## src/sbc_regs_pkg.sv

```systemverilog
// Package of constants for the serial register bank of the system basis device
package sbc_regs_pkg;
  localparam int FRAME_W = 16;
  localparam logic [1:0] SEL_SPECIAL = 2'h1;
  localparam logic [1:0] SEL_SCRATCH0 = 2'h2;
  localparam logic [1:0] SEL_SCRATCH1 = 2'h3;
  localparam int SEL_HI = 15;
  localparam int SEL_LO = 14;
  localparam int RRS_BIT = 13;
  localparam int NOWR_BIT = 12;
  localparam int IDC_BIT = 11;
  localparam int SWDEV_BIT = 9;
  localparam int ERROR_PIN_EMULATION_BIT = 8;
  localparam int WATCHDOG_PRESCALER_FIELD_HI = 6;
  localparam int WATCHDOG_PRESCALER_FIELD_LO = 5;
  localparam int V1TH_HI = 4;
  localparam int V1TH_LO = 3;
  // Writable special mode bits: 9, 8, 6..3; reserved bits stay zero
  localparam logic [11:0] SPECIAL_MASK = 12'h378;
  localparam logic [11:0] SPECIAL_RST = 12'h000;
  localparam logic [11:0] SCRATCH_RST = 12'h000;
  localparam logic [3:0] CAN_FAILURE_DIAGNOSIS_CODE_OK = 4'h0;
  // Prescale factors in half units: 1, 1.5, 2.5, 3.5
  localparam logic [2:0] WATCHDOG_PRESCALER_FIELD_X1 = 3'h2;
  localparam logic [2:0] WATCHDOG_PRESCALER_FIELD_X1P5 = 3'h3;
  localparam logic [2:0] WATCHDOG_PRESCALER_FIELD_X2P5 = 3'h5;
  localparam logic [2:0] WATCHDOG_PRESCALER_FIELD_X3P5 = 3'h7;
  // Threshold fractions in tenths of nominal
  localparam logic [3:0] V1TH_90 = 4'h9;
  localparam logic [3:0] V1TH_80 = 4'h8;
  localparam logic [3:0] V1TH_70 = 4'h7;
  localparam logic [4:0] BITCNT_FULL = 5'h10;
endpackage : sbc_regs_pkg

```

## src/sbc_frame_rx.sv

```systemverilog
// Serial frame shifter: samples the link clock and shifts in/out 16 bits
`timescale 1ns/1ps
module sbc_frame_rx (
  input wire logic core_clk_i,
  input wire logic rst_n_i,
  input wire logic sck_i,
  input wire logic csn_i,
  input wire logic mosi_i,
  input wire logic [15:0] reply_i,
  output logic miso_o,
  output logic frame_ok_o,
  output logic [15:0] frame_o
);
  // Two-stage synchronisers for all pins
  logic [1:0] sck_s_ff, csn_s_ff, mosi_s_ff;
  logic sck_d_ff, csn_d_ff;
  logic [15:0] sh_ff, nxt_sh;
  logic [15:0] tx_ff, nxt_tx;
  logic [4:0] cnt_ff, nxt_cnt;
  logic miso_ff, nxt_miso;
  logic ok_ff, nxt_ok;
  logic [15:0] fr_ff, nxt_fr;
  logic rise, fall, start, stop;

  assign rise = sck_s_ff[1] & ~sck_d_ff;
  assign fall = ~sck_s_ff[1] & sck_d_ff;
  assign start = ~csn_s_ff[1] & csn_d_ff;
  assign stop = csn_s_ff[1] & ~csn_d_ff;

  // Shift on rising edge, drive on falling; frame checked on deselect
  always_comb begin
    nxt_sh = sh_ff;
    nxt_tx = tx_ff;
    nxt_cnt = cnt_ff;
    nxt_miso = miso_ff;
    nxt_ok = 1'b0;
    nxt_fr = fr_ff;
    if (start) begin
      // Reply is captured at frame start and its MSB presented at once
      nxt_tx = {reply_i[14:0], 1'b0};
      nxt_miso = reply_i[15];
      nxt_cnt = '0;
    end else if (!csn_s_ff[1]) begin
      if (rise) begin
        nxt_sh = {sh_ff[14:0], mosi_s_ff[1]};
        // Saturate so long frames are still rejected
        if (cnt_ff != 5'h1f) begin
          nxt_cnt = cnt_ff + 5'h01;
        end
      end
      if (fall) begin
        nxt_miso = tx_ff[15];
        nxt_tx = {tx_ff[14:0], 1'b0};
      end
    end
    if (stop && cnt_ff == sbc_regs_pkg::BITCNT_FULL) begin
      nxt_ok = 1'b1; // [RULE_19]
      nxt_fr = sh_ff;
    end
  end

  // State registers
  always_ff @(posedge core_clk_i or negedge rst_n_i) begin
    if (!rst_n_i) begin
      sck_s_ff <= '0;
      csn_s_ff <= 2'h3;
      mosi_s_ff <= '0;
      sck_d_ff <= 1'b0;
      csn_d_ff <= 1'b1;
      sh_ff <= '0;
      tx_ff <= '0;
      cnt_ff <= '0;
      miso_ff <= 1'b0;
      ok_ff <= 1'b0;
      fr_ff <= '0;
    end else begin
      sck_s_ff <= {sck_s_ff[0], sck_i};
      csn_s_ff <= {csn_s_ff[0], csn_i};
      mosi_s_ff <= {mosi_s_ff[0], mosi_i};
      sck_d_ff <= sck_s_ff[1];
      csn_d_ff <= csn_s_ff[1];
      sh_ff <= nxt_sh;
      tx_ff <= nxt_tx;
      cnt_ff <= nxt_cnt;
      miso_ff <= nxt_miso;
      ok_ff <= nxt_ok;
      fr_ff <= nxt_fr;
    end
  end

  assign miso_o = miso_ff;
  assign frame_ok_o = ok_ff;
  assign frame_o = fr_ff;
endmodule : sbc_frame_rx

```

## src/sbc_special_gp_regs.sv

```systemverilog
// Special mode and user scratch registers of the system basis device
`timescale 1ns/1ps
// Function
// [RULE_01] Select bits 01 address special mode register
// [RULE_02] Bit 13 picks interrupt-enable or special readback
// [RULE_03] Bit 12 set: readback only, no write
// [RULE_04] Host writes zeros to reserved special bits
// [RULE_05] Bit 9 starts software development mode
// [RULE_06] Emulation on: enable pin high iff code 0000
// [RULE_07] Emulation off: enable pin keeps normal function
// [RULE_08] Prescaler codes scale by 1,1.5,2.5,3.5
// [RULE_09] Threshold codes: 0.9, 0.8, 0.7, 0.9
// [RULE_10] Two 12-bit scratch registers with readback
// [RULE_11] Power-up loads ID code, clears ID flag
// [RULE_12] Any scratch-zero write sets ID flag
// [RULE_13] Flag selects user data or ID code
// [RULE_14] Select 10 is scratch zero, readback select
// [RULE_15] Scratch zero no-write flag blocks update
// [RULE_16] Select 11 is scratch one, readback select
// [RULE_17] Scratch one written only when flag clear
// [RULE_18] Interface failure disables LIN transmitter automatically
// [RULE_19] Only complete 16-bit frames write registers
module sbc_special_gp_regs #(
  // Identification code; value is arbitrary
  parameter logic [10:0] ID_CODE = 11'h05a
) (
  input wire logic core_clk_i,
  input wire logic arst_n_i,
  input wire logic sck_i,
  input wire logic csn_i,
  input wire logic mosi_i,
  input wire logic [15:0] int_en_fb_i,
  input wire logic [15:0] sys_cfg_fb_i,
  input wire logic [15:0] phy_ctl_fb_i,
  input wire logic [3:0] can_failure_diagnosis_code_i,
  input wire logic en_normal_i,
  input wire logic lin_tx_disable_bit_i,
  input wire logic lin_if_fail_i,
  input wire logic lin_rx_valid_i,
  output logic miso_o,
  output logic en_pin_o,
  output logic sw_dev_mode_init_o,
  output logic [2:0] wd_scale_half_o,
  output logic [3:0] v1_thresh_tenth_o,
  output logic lin_tx_enable_o
);
  logic [1:0] rst_s_ff;
  logic rst_n;
  logic frame_ok;
  logic [15:0] frame;
  logic [15:0] reply;
  logic [1:0] last_sel_ff, nxt_last_sel;
  logic last_rrs_ff, nxt_last_rrs;
  logic [11:0] special_ff, nxt_special;
  logic [10:0] user_bits_zero_ff, nxt_user_bits_zero;
  logic idc_ff, nxt_idc;
  logic [11:0] user_bits_one_ff, nxt_user_bits_one;
  logic en_ff, nxt_en;
  logic swdev_ff, nxt_swdev;
  logic [2:0] wd_ff, nxt_wd;
  logic [3:0] v1_ff, nxt_v1;
  logic lin_blk_ff, nxt_lin_blk;
  logic ltc_seen_ff, nxt_ltc_seen;
  logic lin_en_ff, nxt_lin_en;
  logic [1:0] can_s0_ff, can_s1_ff;
  logic [3:0] can_failure_diagnosis_code_s0_ff, can_failure_diagnosis_code_s1_ff;
  logic [1:0] ltc_s_ff, fail_s_ff, rxv_s_ff;
  logic [1:0] sel;
  logic readback_source_select, nowr;

  // Reset released through two flip-flops
  always_ff @(posedge core_clk_i or negedge arst_n_i) begin
    if (!arst_n_i) begin
      rst_s_ff <= 2'h0;
    end else begin
      rst_s_ff <= {rst_s_ff[0], 1'b1};
    end
  end
  assign rst_n = rst_s_ff[1];

  // Frame shifter on the sampled link clock
  sbc_frame_rx u_rx (
    .core_clk_i(core_clk_i),
    .rst_n_i(rst_n),
    .sck_i(sck_i),
    .csn_i(csn_i),
    .mosi_i(mosi_i),
    .reply_i(reply),
    .miso_o(miso_o),
    .frame_ok_o(frame_ok),
    .frame_o(frame)
  );

  assign sel = frame[sbc_regs_pkg::SEL_HI:sbc_regs_pkg::SEL_LO];
  assign readback_source_select = frame[sbc_regs_pkg::RRS_BIT];
  assign nowr = frame[sbc_regs_pkg::NOWR_BIT];

  // Reply for next frame follows the previous frame's selection
  always_comb begin
    reply = 16'h0000;
    case (last_sel_ff)
      sbc_regs_pkg::SEL_SPECIAL: begin
        reply = last_rrs_ff ? {last_sel_ff, 2'h0, special_ff}
                            : int_en_fb_i; // [RULE_02]
      end
      sbc_regs_pkg::SEL_SCRATCH0: begin
        reply = last_rrs_ff ? {last_sel_ff, 2'h0, idc_ff,
                               user_bits_zero_ff}
                            : sys_cfg_fb_i; // [RULE_14] [RULE_13]
      end
      sbc_regs_pkg::SEL_SCRATCH1: begin
        reply = last_rrs_ff ? {last_sel_ff, 2'h0, user_bits_one_ff}
                            : phy_ctl_fb_i; // [RULE_16] [RULE_10]
      end
      default: reply = 16'h0000;
    endcase
  end

  // Register writes on a completed frame only
  always_comb begin
    nxt_last_sel = last_sel_ff;
    nxt_last_rrs = last_rrs_ff;
    nxt_special = special_ff;
    nxt_user_bits_zero = user_bits_zero_ff;
    nxt_idc = idc_ff;
    nxt_user_bits_one = user_bits_one_ff;
    if (frame_ok) begin // [RULE_19]
      nxt_last_sel = sel;
      nxt_last_rrs = readback_source_select;
      case (sel)
        sbc_regs_pkg::SEL_SPECIAL: begin // [RULE_01]
          if (!nowr) begin // [RULE_03]
            // Reserved bits are dropped so they always read zero
            nxt_special = frame[11:0] & sbc_regs_pkg::SPECIAL_MASK;
          end
        end
        sbc_regs_pkg::SEL_SCRATCH0: begin
          if (!nowr) begin // [RULE_15]
            nxt_user_bits_zero = frame[10:0];
            nxt_idc = 1'b1; // [RULE_12]
          end
        end
        sbc_regs_pkg::SEL_SCRATCH1: begin
          if (!nowr) begin // [RULE_17]
            nxt_user_bits_one = frame[11:0];
          end
        end
        default: ;
      endcase
    end
  end

  // Decoded outputs and LIN transmitter guard
  always_comb begin
    // Emulation mode mirrors diagnosis code, else normal enable
    if (special_ff[sbc_regs_pkg::ERROR_PIN_EMULATION_BIT]) begin
      nxt_en = (can_failure_diagnosis_code_s1_ff == sbc_regs_pkg::CAN_FAILURE_DIAGNOSIS_CODE_OK); // [RULE_06]
    end else begin
      nxt_en = can_s1_ff[1]; // [RULE_07]
    end
    nxt_swdev = special_ff[sbc_regs_pkg::SWDEV_BIT]; // [RULE_05]
    case (special_ff[sbc_regs_pkg::WATCHDOG_PRESCALER_FIELD_HI:sbc_regs_pkg::WATCHDOG_PRESCALER_FIELD_LO])
      2'h0: nxt_wd = sbc_regs_pkg::WATCHDOG_PRESCALER_FIELD_X1; // [RULE_08]
      2'h1: nxt_wd = sbc_regs_pkg::WATCHDOG_PRESCALER_FIELD_X1P5;
      2'h2: nxt_wd = sbc_regs_pkg::WATCHDOG_PRESCALER_FIELD_X2P5;
      2'h3: nxt_wd = sbc_regs_pkg::WATCHDOG_PRESCALER_FIELD_X3P5;
      default: nxt_wd = sbc_regs_pkg::WATCHDOG_PRESCALER_FIELD_X1;
    endcase
    case (special_ff[sbc_regs_pkg::V1TH_HI:sbc_regs_pkg::V1TH_LO])
      2'h1: nxt_v1 = sbc_regs_pkg::V1TH_80; // [RULE_09]
      2'h2: nxt_v1 = sbc_regs_pkg::V1TH_70;
      default: nxt_v1 = sbc_regs_pkg::V1TH_90;
    endcase
    // Failure blocks the driver; traffic or a set-then-clear lifts it
    nxt_lin_blk = lin_blk_ff;
    nxt_ltc_seen = ltc_seen_ff;
    if (ltc_s_ff[1]) begin
      nxt_ltc_seen = 1'b1;
    end
    if (rxv_s_ff[1] || (ltc_seen_ff && !ltc_s_ff[1])) begin
      nxt_lin_blk = 1'b0; // [RULE_18]
      nxt_ltc_seen = 1'b0;
    end
    // Failure wins over recovery in the same cycle
    if (fail_s_ff[1]) begin
      nxt_lin_blk = 1'b1; // [RULE_18]
    end
    nxt_lin_en = !lin_blk_ff && !ltc_s_ff[1];
  end

  // Registers; ID code loaded at power-up with flag clear
  always_ff @(posedge core_clk_i or negedge rst_n) begin
    if (!rst_n) begin
      last_sel_ff <= 2'h0;
      last_rrs_ff <= 1'b0;
      special_ff <= sbc_regs_pkg::SPECIAL_RST;
      user_bits_zero_ff <= ID_CODE; // [RULE_11]
      idc_ff <= 1'b0; // [RULE_11]
      user_bits_one_ff <= sbc_regs_pkg::SCRATCH_RST;
      en_ff <= 1'b0;
      swdev_ff <= 1'b0;
      wd_ff <= sbc_regs_pkg::WATCHDOG_PRESCALER_FIELD_X1;
      v1_ff <= sbc_regs_pkg::V1TH_90;
      lin_blk_ff <= 1'b0;
      ltc_seen_ff <= 1'b0;
      lin_en_ff <= 1'b0;
      can_s0_ff <= 2'h0;
      can_s1_ff <= 2'h0;
      can_failure_diagnosis_code_s0_ff <= 4'h0;
      can_failure_diagnosis_code_s1_ff <= 4'h0;
      ltc_s_ff <= 2'h0;
      fail_s_ff <= 2'h0;
      rxv_s_ff <= 2'h0;
    end else begin
      last_sel_ff <= nxt_last_sel;
      last_rrs_ff <= nxt_last_rrs;
      special_ff <= nxt_special;
      user_bits_zero_ff <= nxt_user_bits_zero;
      idc_ff <= nxt_idc;
      user_bits_one_ff <= nxt_user_bits_one;
      en_ff <= nxt_en;
      swdev_ff <= nxt_swdev;
      wd_ff <= nxt_wd;
      v1_ff <= nxt_v1;
      lin_blk_ff <= nxt_lin_blk;
      ltc_seen_ff <= nxt_ltc_seen;
      lin_en_ff <= nxt_lin_en;
      // Pin inputs pass two flip-flops; en_normal_i passes three
      can_s0_ff <= {can_s0_ff[0], en_normal_i};
      can_s1_ff <= can_s0_ff;
      can_failure_diagnosis_code_s0_ff <= can_failure_diagnosis_code_i;
      can_failure_diagnosis_code_s1_ff <= can_failure_diagnosis_code_s0_ff;
      ltc_s_ff <= {ltc_s_ff[0], lin_tx_disable_bit_i};
      fail_s_ff <= {fail_s_ff[0], lin_if_fail_i};
      rxv_s_ff <= {rxv_s_ff[0], lin_rx_valid_i};
    end
  end

  assign en_pin_o = en_ff;
  assign sw_dev_mode_init_o = swdev_ff;
  assign wd_scale_half_o = wd_ff;
  assign v1_thresh_tenth_o = v1_ff;
  assign lin_tx_enable_o = lin_en_ff;
endmodule : sbc_special_gp_regs

```

## config.mk

```make
export PLATFORM = sky130hd
export DESIGN_NAME = sbc_special_gp_regs
export DESIGN_NICKNAME = d
export VERILOG_FILES = /design/src/sbc_regs_pkg.sv /design/src/sbc_frame_rx.sv /design/src/sbc_special_gp_regs.sv
export SDC_FILE = /design/constraint.sdc
export NUM_CORES = 1
export LEC_CHECK = 0
export BUFFER_PORTS_ARGS = -buffer_cell sky130_fd_sc_hd__buf_2
export CAP_MARGIN = 10
export CORE_MARGIN = 2
export CORE_UTILIZATION = 30
export CTS_BUF_LIST = sky130_fd_sc_hd__clkbuf_16
export CTS_CLUSTER_DIAMETER = 150
export CTS_CLUSTER_SIZE = 14
export DETAILED_ROUTE_END_ITERATION = 6
export HOLD_SLACK_MARGIN = 0.08
export PLACE_DENSITY = 0.58
export SLEW_MARGIN = 20
export SYNTH_ARGS = -nofsm -noshare
export SYNTH_HDL_FRONTEND = slang
export SYNTH_SLANG_ARGS = --single-unit
```

## constraint.sdc

```tcl
create_clock -name core_clk_i -period 4.3 [get_ports core_clk_i]
set_clock_uncertainty 0.1 [all_clocks]
set_input_delay 0.43 -clock core_clk_i [delete_from_list [all_inputs] [get_ports core_clk_i]]
set_output_delay 0.43 -clock core_clk_i [all_outputs]
set_load 0.005 [all_outputs]
```

== Word-level counts from Yosys, hierarchy flattened ==
Cells that the tools add are included.

* Add/sub/neg operators: 1
* Bitwise logic cells: 10
* Reduce and logical (&&, ||, !) cells: 19
* Mux-type cells: 22
* Equality and inequality tests: 14

{| class="wikitable"
|+ Operator list
! operator !! count
|-
| 16-bit 2-to-1 mux || 6
|-
| 16-bit case mux with 3 select lines || 1
|-
| 5-bit 2-to-1 mux || 4
|-
| 3-bit AND reduction || 5
|-
| 2-bit == test, second input constant || 7
|-
| 3-bit case mux with 4 select lines || 1
|-
| 2-bit nonzero test || 5
|-
| 1-bit 2-to-1 mux || 9
|-
| 2-bit by 1-bit == test with 1-bit output, second input constant || 4
|-
| 4-bit case mux with 2 select lines || 1
|-
| 1-bit NOT || 6
|-
| 5-bit by 1-bit adder with 5-bit output, second input constant || 1
|-
| 5-bit == test, second input constant || 1
|-
| 5-bit inequality test, second input constant || 1
|-
| 1-bit AND || 4
|-
| 4-bit zero test || 1
|-
| 1-bit logical AND || 3
|-
| 1-bit zero test || 2
|-
| 2-bit zero test || 1
|-
| 2-bit inequality test, second input constant || 1
|-
| 2-bit AND reduction || 1
|-
| 1-bit logical OR || 1
|}

* Bits of input ports: 61
* Register bits: 128
* Word-level logic and storage cells: 98
* Output and inout bits: 11

== Logic depth before layout (Yosys ltp) ==
Gate-level depths: netlist of the first run.

* Word-level depth: 5
* Depth in mapped cells: 7
* Gate-level depth less buffers: 7

== Cells and area by module ==
From an unflattened synthesis of the first run, not the netlist that was laid out.

* Cells, all modules: 366
* Area total of the unflattened synthesis: 5530.3 um^2

{| class="wikitable"
|+ By module, submodules not included
! module !! seq. area each (um^2) !! instances !! cells an instance !! area an instance (um^2)
|-
| sbc_special_gp_regs || 1585.3 || 1 || 205 || 2850.2
|-
| sbc_frame_rx || 1555.2 || 1 || 161 || 2680.1
|}

== Worst setup path before layout of the first run ==
Ideal clock, no wire load.

* Kind: register -> register
* Start point: register u_rx.cnt_ff[0]
* End point: register u_rx.cnt_ff[3]
* Stages on the path, launching flop included: 8
* Arrival time: 1.692 ns
* Path slack: 2.384 ns
* Data required time: 4.077 ns
* Period minus slack after synthesis: 1.916 ns
* Library setup time: 0.123 ns
* Buffers on the path: 0
* Path through: dfrtp_1 -> ha_1 -> and3_1 -> ha_1 -> nor4b_4 -> nand4_1 -> xor2_1 -> nor2_1

* Cells in the longest elaborated chain, start to end: 5
* Elaborated cells between the ends (all ways): 8
* Classes of those cells: add/sub: 1; eq/ne: 1; mux: 4; reduce/logical: 2

{| class="wikitable"
|+ RTL lines
! item !! line !! text
|-
| start: declaration || sbc_frame_rx.sv:19 || <nowiki>logic [4:0] cnt_ff, nxt_cnt;</nowiki>
|-
| start signal: assignment || sbc_frame_rx.sv:84 || <nowiki>cnt_ff <= nxt_cnt;</nowiki>
|-
| 5-bit by 1-bit adder with 5-bit output || sbc_frame_rx.sv:48 || <nowiki>nxt_cnt = cnt_ff + 5'h01;</nowiki>
|-
| 5-bit 2-to-1 mux || sbc_frame_rx.sv:47 || <nowiki>if (cnt_ff != 5'h1f) begin</nowiki>
|-
| 5-bit 2-to-1 mux || sbc_frame_rx.sv:44 || <nowiki>if (rise) begin</nowiki>
|-
| 5-bit 2-to-1 mux || sbc_frame_rx.sv:43 || <nowiki>end else if (!csn_s_ff[1]) begin</nowiki>
|-
| 5-bit 2-to-1 mux || sbc_frame_rx.sv:38 || <nowiki>if (start) begin</nowiki>
|}

Parallel ways exist; a longest one is shown, timed or not. The select of a mux whose other input is x is not followed.
A chain may end at the register's enable or synchronous reset.

== Final worst setup path of the first run ==
* Start point: register last_sel_ff[1]
* End point: register u_rx.tx_ff[5]

* Cells in the longest elaborated chain, start to end: 3
* Elaborated cells between the ends (all ways): 5
* Classes of those cells: eq/ne: 3; mux: 2

{| class="wikitable"
|+ RTL lines
! item !! line !! text
|-
| start: declaration || sbc_special_gp_regs.sv:52 || <nowiki>logic [1:0] last_sel_ff, nxt_last_sel;</nowiki>
|-
| start signal: assignment || sbc_special_gp_regs.sv:215 || <nowiki>last_sel_ff <= nxt_last_sel;</nowiki>
|-
| 2-bit == test or 2-bit by 1-bit == test with 1-bit output (tied branches) || sbc_special_gp_regs.sv:101 || <nowiki>case (last_sel_ff)</nowiki>
|-
| 16-bit case mux with 3 select lines (*) || sbc_special_gp_regs.sv:101 ||
|-
| 16-bit 2-to-1 mux (*) || sbc_frame_rx.sv:38 ||
|-
| end signal: assignment || sbc_frame_rx.sv:83 || <nowiki>tx_ff <= nxt_tx;</nowiki>
|-
| end: declaration || sbc_frame_rx.sv:18 || <nowiki>logic [15:0] tx_ff, nxt_tx;</nowiki>
|}

Every way passes the cells marked *; elsewhere a longest branch is shown, timed or not.

==> reports/metrics.cfg, run 1 <==
[worst_setup_path]
worstPathArrival_ps=2440
start_kind=register
worst-path-max-fanout=22
endpoint_kind=register
cp.required_ps=4530
critPathKind=register to register

[final_layout]
fin_area_um2=6580
diodes=0
final_nets=545
fillers=1678
area_growth_pct=25.8
layout_common_cells=114 x dfrtp_1, 71 x buf_2, 67 x mux2_2
fin_cells=719
layout_commonest_cell=dfrtp_1
drive_above_1_share_pct=38.5

[global_route]
grt_max_degree=73
track_usage_pct=13.5
grt_pass1_vias=3507
overflow=0
grt_pass1_wl_um=18500
antenna_found_initial=0

[clocking]
root_buffer=clkbuf_16
cts-hold-fix-buffers=12
clk_latency_ps=410
cts_sinks=125
cts_made_buffers=17
htree_levels=4
clk_path_buf_depth=2
cts_tree=done
clk_pin_slew_ps=50
cts-resized-gates=0
post_cts_buffers=0

[yosys]
synthTopCellsByArea=dfrtp_1 55%, mux2_2 14%, mux2i_1 5.9%
ys_ff_latch=125
synth_edf_count=0
synthCells=396
ys.flop_type=dfrtp_1
synth_warnings=0
ys_types=44
syn_nets=460
syn-cell-area_um2=5230
ys_async_sr_fraction_pct=100
synth_top_area_share_pct=55.1
synth_area_per_cell_um2=13.2
yosysSeqAreaShare_pct=60.1
synth_top_area_cell=dfrtp_1

[drt]
viasPerCell=4.67
first_pass_iters=4
antenna_left=0
drc=0
via_count=3356
wl_um=11600
drt_iter0_markers=162
post_drt_wl_per_cell_um=16.1

[floorplanning]
die_x_um=136
die_area_um2=18500
die_y_um=136
start_util_pct=30.4
coreArea_um2=17200
rows=48
pin_count=72

[power]
power_density_nw_per_um2=456
finalPower_w=0.00300
peakVddDrop_uv=280
leakage_nw=3.00

[timing]
clock.fmax_mhz=452
finalMaxSlewViolations=0
worst_pin_slew_ps=936
finalSetupTns_ps=0
hold_viol_final=0
fin_crit_ps=2210
slew_headroom_pct=37.6
rsz0062_at_grt=no
finalSetupViolations=0
fin_crit_sh_pct=51.4

[outcome]
status=finished clean

[placement]
place_area_um2=5780
routabilityCongestion=0.756
dp.cells=674
place_hpwl_um=8040
io_buffers=71

[worst_hold_path]
min_path_type=primary input to async pin

[flow_run]
cap_violations=0

==> worst max-delay path: stages (launching register included) <==
cell,delay (ps)
dfrtp_1,910
nand2b_1,440
o22ai_1,320
o21ai_0,140
a21oi_1,210
==> power by group <==
part	internal (W)	switching (W)	total, W
Sequential	0.00123	0.0000539	0.00129
Clock	0.00108	0.000501	0.00158
Combinational	0.0000723	0.0000611	0.000133
==> kinds of logic (layout without fill, tap and decap cells) <==
group	Yosys count	count (layout)	synth area share [%]
buffers and inverters	29	127	2.75
AND/OR/NAND/NOR	73	73	7.90
AO/OA/AOI/OAI	64	64	7.61
adder cells (fa/ha/maj)	3	3	0.718
XOR/XNOR	3	3	0.503
other	1	1	0.0717
multiplexers	98	98	20.4
flip-flops	125	125	60.1
==> state kept, by name, indices dropped and copies added, names as in the netlist, 3 cells and up <==
signal and cells:
can_failure_diagnosis_code_s0_ff 4, can_failure_diagnosis_code_s1_ff 4, special_ff 6, u_rx.cnt_ff 5, u_rx.frame_o 16, u_rx.sh_ff 16
u_rx.tx_ff 15, user_bits_one_ff 12, user_bits_zero_ff 11, v1_thresh_tenth_o 3, wd_scale_half_o 3
==> worst paths after layout <==
| kind | slack, ps | to | startpoint | cells after the start |
|---|---|---|---|---|
| setup / recovery | 2090 | u_rx.tx_ff[5] | last_sel_ff[1] | 4 |
| hold reg to reg | 250 | can_s1_ff[0] | can_s0_ff[0] | 0 |
| setup reg to reg | 2090 | u_rx.tx_ff[5] | last_sel_ff[1] | 4 |
| max in group asynchronous | 2730 | user_bits_zero_ff[1] | rst_s_ff[1] | 1 |
| hold / removal | 220 | rst_s_ff[1] | arst_n_i | 2 |
| min in group core_clk_i | 250 | can_s1_ff[0] | can_s0_ff[0] | 0 |
==> through the flow <==
stage / hold slack, ps / setup slack, ps / util, %
6_report: 223 / 2090 / 38.3
5_1_grt: 207 / 1880 / 38.3
4_1_cts: 199 / 2070 / 38.2
3_5_place_dp: 119 / 2050 / 33.7
3_3_place_gp: 116 / 2120 / 33.7
2_1_floorplan: 34.4 / 477 / -
==> cells in the mapped netlist (2+ instances only) <==
cell type	count
or2_2	2
o31ai_1	11
mux2_2	67
nor4_1	2
dfstp_2	10
inv_1	8
nor2b_1	3
ha_1	3
dfrtp_1	115
o211ai_1	2
clkbuf_1	5
nand3_1	5
a21oi_1	13
o311ai_0	2
and2_1	5
nand2b_1	9
mux2i_1	31
a22oi_1	2
buf_2	13
nor4b_4	2
o22ai_1	11
xor2_1	2
o21ai_0	17
nor2_1	27
buf_6	2
nand2_1	9
==> per-layer routing <==
metal / part of all wire [%] / GRT usage (%)
met5: 0 / 0
met4: 3.8 / 9.03
met3: 3.8 / 3.65
met2: 48 / 20.6
met1: 44 / 16.6
==> final cells by class <==
cell class | instances | area (µm²) | area share (%)
clock buffers | 17 | 425 | 6.47
clock inverters | 15 | 229 | 3.48
inverters | 8 | 30.0 | 0.457
multi-input cells | 242 | 1960 | 29.8
flip-flops and latches | 125 | 3140 | 47.8
well taps | 225 | 282 | 4.28
repair buffers | 87 | 509 | 7.74
(Power assumes the default switching activity.)
==> run 2: changes to the inputs <==
--- a/config.mk
+++ b/config.mk
@@ -5,6 +5,7 @@
 export SDC_FILE = /design/constraint.sdc
 export NUM_CORES = 1
 export LEC_CHECK = 0
+export ABC_AREA = 1
 export BUFFER_PORTS_ARGS = -buffer_cell sky130_fd_sc_hd__buf_2
 export CAP_MARGIN = 10
 export CORE_MARGIN = 2
==> constraint.sdc (replaced) <==
create_clock -name core_clk_i -period 2.2 [get_ports core_clk_i]
set_clock_uncertainty 0.1 [all_clocks]
set_input_delay 0.22 -clock core_clk_i [delete_from_list [all_inputs] [get_ports core_clk_i]]
set_output_delay 0.22 -clock core_clk_i [all_outputs]
set_load 0.005 [all_outputs]
==> reports/metrics.cfg, run 2 <==
[floorplanning]
die_x_um=137  ; +0.59%
die_y_um=137  ; +0.59%
rows=48  ; unchanged
start_util_pct=30.6  ; +0.16 points
pin_count=72  ; unchanged
die_area_um2=18700  ; +1.2%
coreArea_um2=17300  ; +0.70%

[power]
peakVddDrop_uv=565  ; +100%
leakage_nw=3.15  ; +4.9%
power_density_nw_per_um2=844  ; +85%

[drt]
viasPerCell=4.39  ; -6.0%
met2_length_um=5680  ; +1.4%
drc=0  ; unchanged
highest_layer=met4
post_drt_wl_per_cell_um=12.9  ; -20%
wirelength_met1_um=5730  ; +13%
antenna_left=0  ; unchanged
wl_um=12200  ; +5.1%
first_pass_iters=5  ; +1
via_count=4118  ; +23%
wl_met3_um=486  ; +12%
drt_iter0_markers=294  ; +81%

[worst_setup_path]
worstPathArrival_ps=2160  ; -280 ps
cp-endpoint=u_rx.tx_ff[13]
slowest_stage=dlygate4sd3_1
crit_chain=nand2_1, clkinv_2, nand2_1, nand3_1, dlygate4sd3_1, nand2_1, a21oi_1
cp_slowest_stage_delay_ps=560  ; -350 ps
reg2reg_depth=7  ; +3
critPathKind=register to register
crit_path_start=last_sel_ff[0]
endpoint_kind=register
r2r_end=u_rx.tx_ff[13]
critPathMostFrequentCell=nand2_1
start_kind=register
r2r-start=last_sel_ff[0]
worst-path-max-fanout=15  ; -32%
cp.required_ps=2400  ; -2130 ps
ff2ff_setup_slack_ps=240  ; -1850 ps

[clocking]
htree_levels=4  ; unchanged
root_buffer=clkbuf_16
clk_latency_ps=420  ; about the same
cts_tree=done
cts_made_buffers=17  ; unchanged
post_cts_buffers=0  ; unchanged
cts_sinks=125  ; unchanged
clk_pin_slew_ps=60  ; about the same
clk_path_buf_depth=2  ; unchanged

[final_layout]
fillers=1754  ; +4.5%
final_nets=765  ; +40%
utilization_pct=38.6  ; +0.31 points
layout_commonest_cell=nand2_1
diodes=0  ; unchanged
layout_common_cells=191 x nand2_1, 114 x dfrtp_1, 85 x o21ai_0
drive_above_1_share_pct=19.0  ; -19 points
area_growth_pct=26.2
fin_area_um2=6680  ; +1.5%

[placement]
dp_slack_ps=591  ; -1460 ps
io_buffers=71  ; unchanged
routabilityCongestion=0.791  ; +4.5%
place_hpwl_um=8300  ; +3.3%
place_area_um2=5860  ; +1.4%

[yosys]
synth_top_area_cell=dfrtp_1
synth_top_cells_by_count=191 x nand2_1, 115 x dfrtp_1, 85 x o21ai_0
yosysMostFrequentCell=nand2_1
syn-cell-area_um2=5290  ; +1.2%
synthCells=610  ; +54%
synth_warnings=0  ; unchanged
ys_ff_latch=125  ; unchanged
yosysSeqAreaShare_pct=59.4  ; -0.72 points
synth_top_area_share_pct=54.4  ; -0.66 points
synth_area_per_cell_um2=8.67  ; -34%
syn_nets=674  ; +47%
ys.flop_type=dfrtp_1
synth_edf_count=0  ; unchanged
ys_async_sr_fraction_pct=100  ; unchanged
synthTopCellsByArea=dfrtp_1 54%, nand2_1 14%, o21ai_0 8.0%
ys_types=31  ; -30%

[flow_run]
cap_violations=0  ; unchanged

[timing]
setup_ws_ps=239  ; -1850 ps
hold_viol_final=0  ; unchanged
fin_crit_ps=1960  ; -250 ps
finalSetupViolations=0  ; unchanged
clock.fmax_mhz=510  ; +13%
rsz0062_at_grt=no
fin_crit_sh_pct=89.1  ; +38 points
finalSetupTns_ps=0  ; unchanged
finalMaxSlewViolations=0  ; unchanged

[global_route]
antenna_found_initial=0  ; unchanged
overflow=0  ; unchanged
grt_pass1_wl_um=20000  ; +8.2%
grt_pass1_vias=4142  ; +18%
track_usage_pct=14.1  ; +0.64 points
grt_max_degree=59  ; -19%

[outcome]
status=finished clean

[worst_hold_path]
min_path_type=primary input to register

==> run 2: cell types whose count changed after synthesis, sizes merged, moves of 31 or more <==
cell,delta
o21ai,+69
nand3,+36
inv,+62
mux2,-67
nand2,+183
mux2i,-31
==> run 2: worst max-delay path, delay by kind of cell (launching register included) <==
kind	cells	cell delay, ps
DFF	1	440
and+or+nand+nor	4	430
buffers and inverters	2	800
AOI/OAI and AO/OA	1	60
==> run 2: per-layer routing <==
layer	up-vias	GRT usage [%]
met4	0	6.24
li1	2102	-
met2	66	22.6
met1	1933	17.9
met5	-	0
met3	17	3.81
==> run 2: cells by family after synthesis <==
logic type	Yosys count	synth area share [%]
buffers and inverters	99	8.16
and+or+nand+nor	274	21.3
other	1	0.0709
adders and majority gates	3	0.709
AOI/OAI and AO/OA	108	10.4
DFF	125	59.4
==> run 2: worst min-delay path by stage <==
stage / startpoint / endpoint / cells past startpoint / slack (ps)
floorplan: arst_n_i / rst_s_ff[0] / 0 / -180
global placement: arst_n_i / rst_s_ff[0] / 1 / -90
detailed placement: arst_n_i / rst_s_ff[0] / 1 / -90
CTS: int_en_fb_i[1] / u_rx.tx_ff[2] / 5 / 80
global route: sys_cfg_fb_i[13] / u_rx.tx_ff[14] / 5 / 120
finish: int_en_fb_i[1] / u_rx.tx_ff[2] / 5 / 100
==> run 2: repair_timing <==
action,CTS,global route
gates resized for setup,0,0
endpoints found under the hold margin,19,0
hold buffers,20,0
==> run 2: final cells by class <==
cell class              instances  area, µm²  area share (%)
repair buffers                100        648            9.71
inverters                      71        270            4.05
clock buffers                  17        425            6.37
clock inverters                15        188            2.81
multi-input cells             386       1720            25.7
well taps                     225        282            4.22
flip-flops and latches        125       3140            47.1
==> run 2: where the power goes <==
part | internal [W] | switching, W
registers | 0.00240 | 0.0000579
logic | 0.000130 | 0.000162
clock network | 0.00180 | 0.00108
total | 0.00433 | 0.00130
==> run 2: through the flow <==
stage | hold WS [ps] | total power (W) | instances
4_1_cts | 81.6 | 0.00571 | 939
2_1_floorplan | -176 | 0.00264 | 610
6_report | 102 | 0.00563 | 939
3_3_place_gp | -93.7 | 0.00277 | 887
3_5_place_dp | -86.8 | 0.00277 | 887
5_1_grt | 123 | 0.00586 | 939
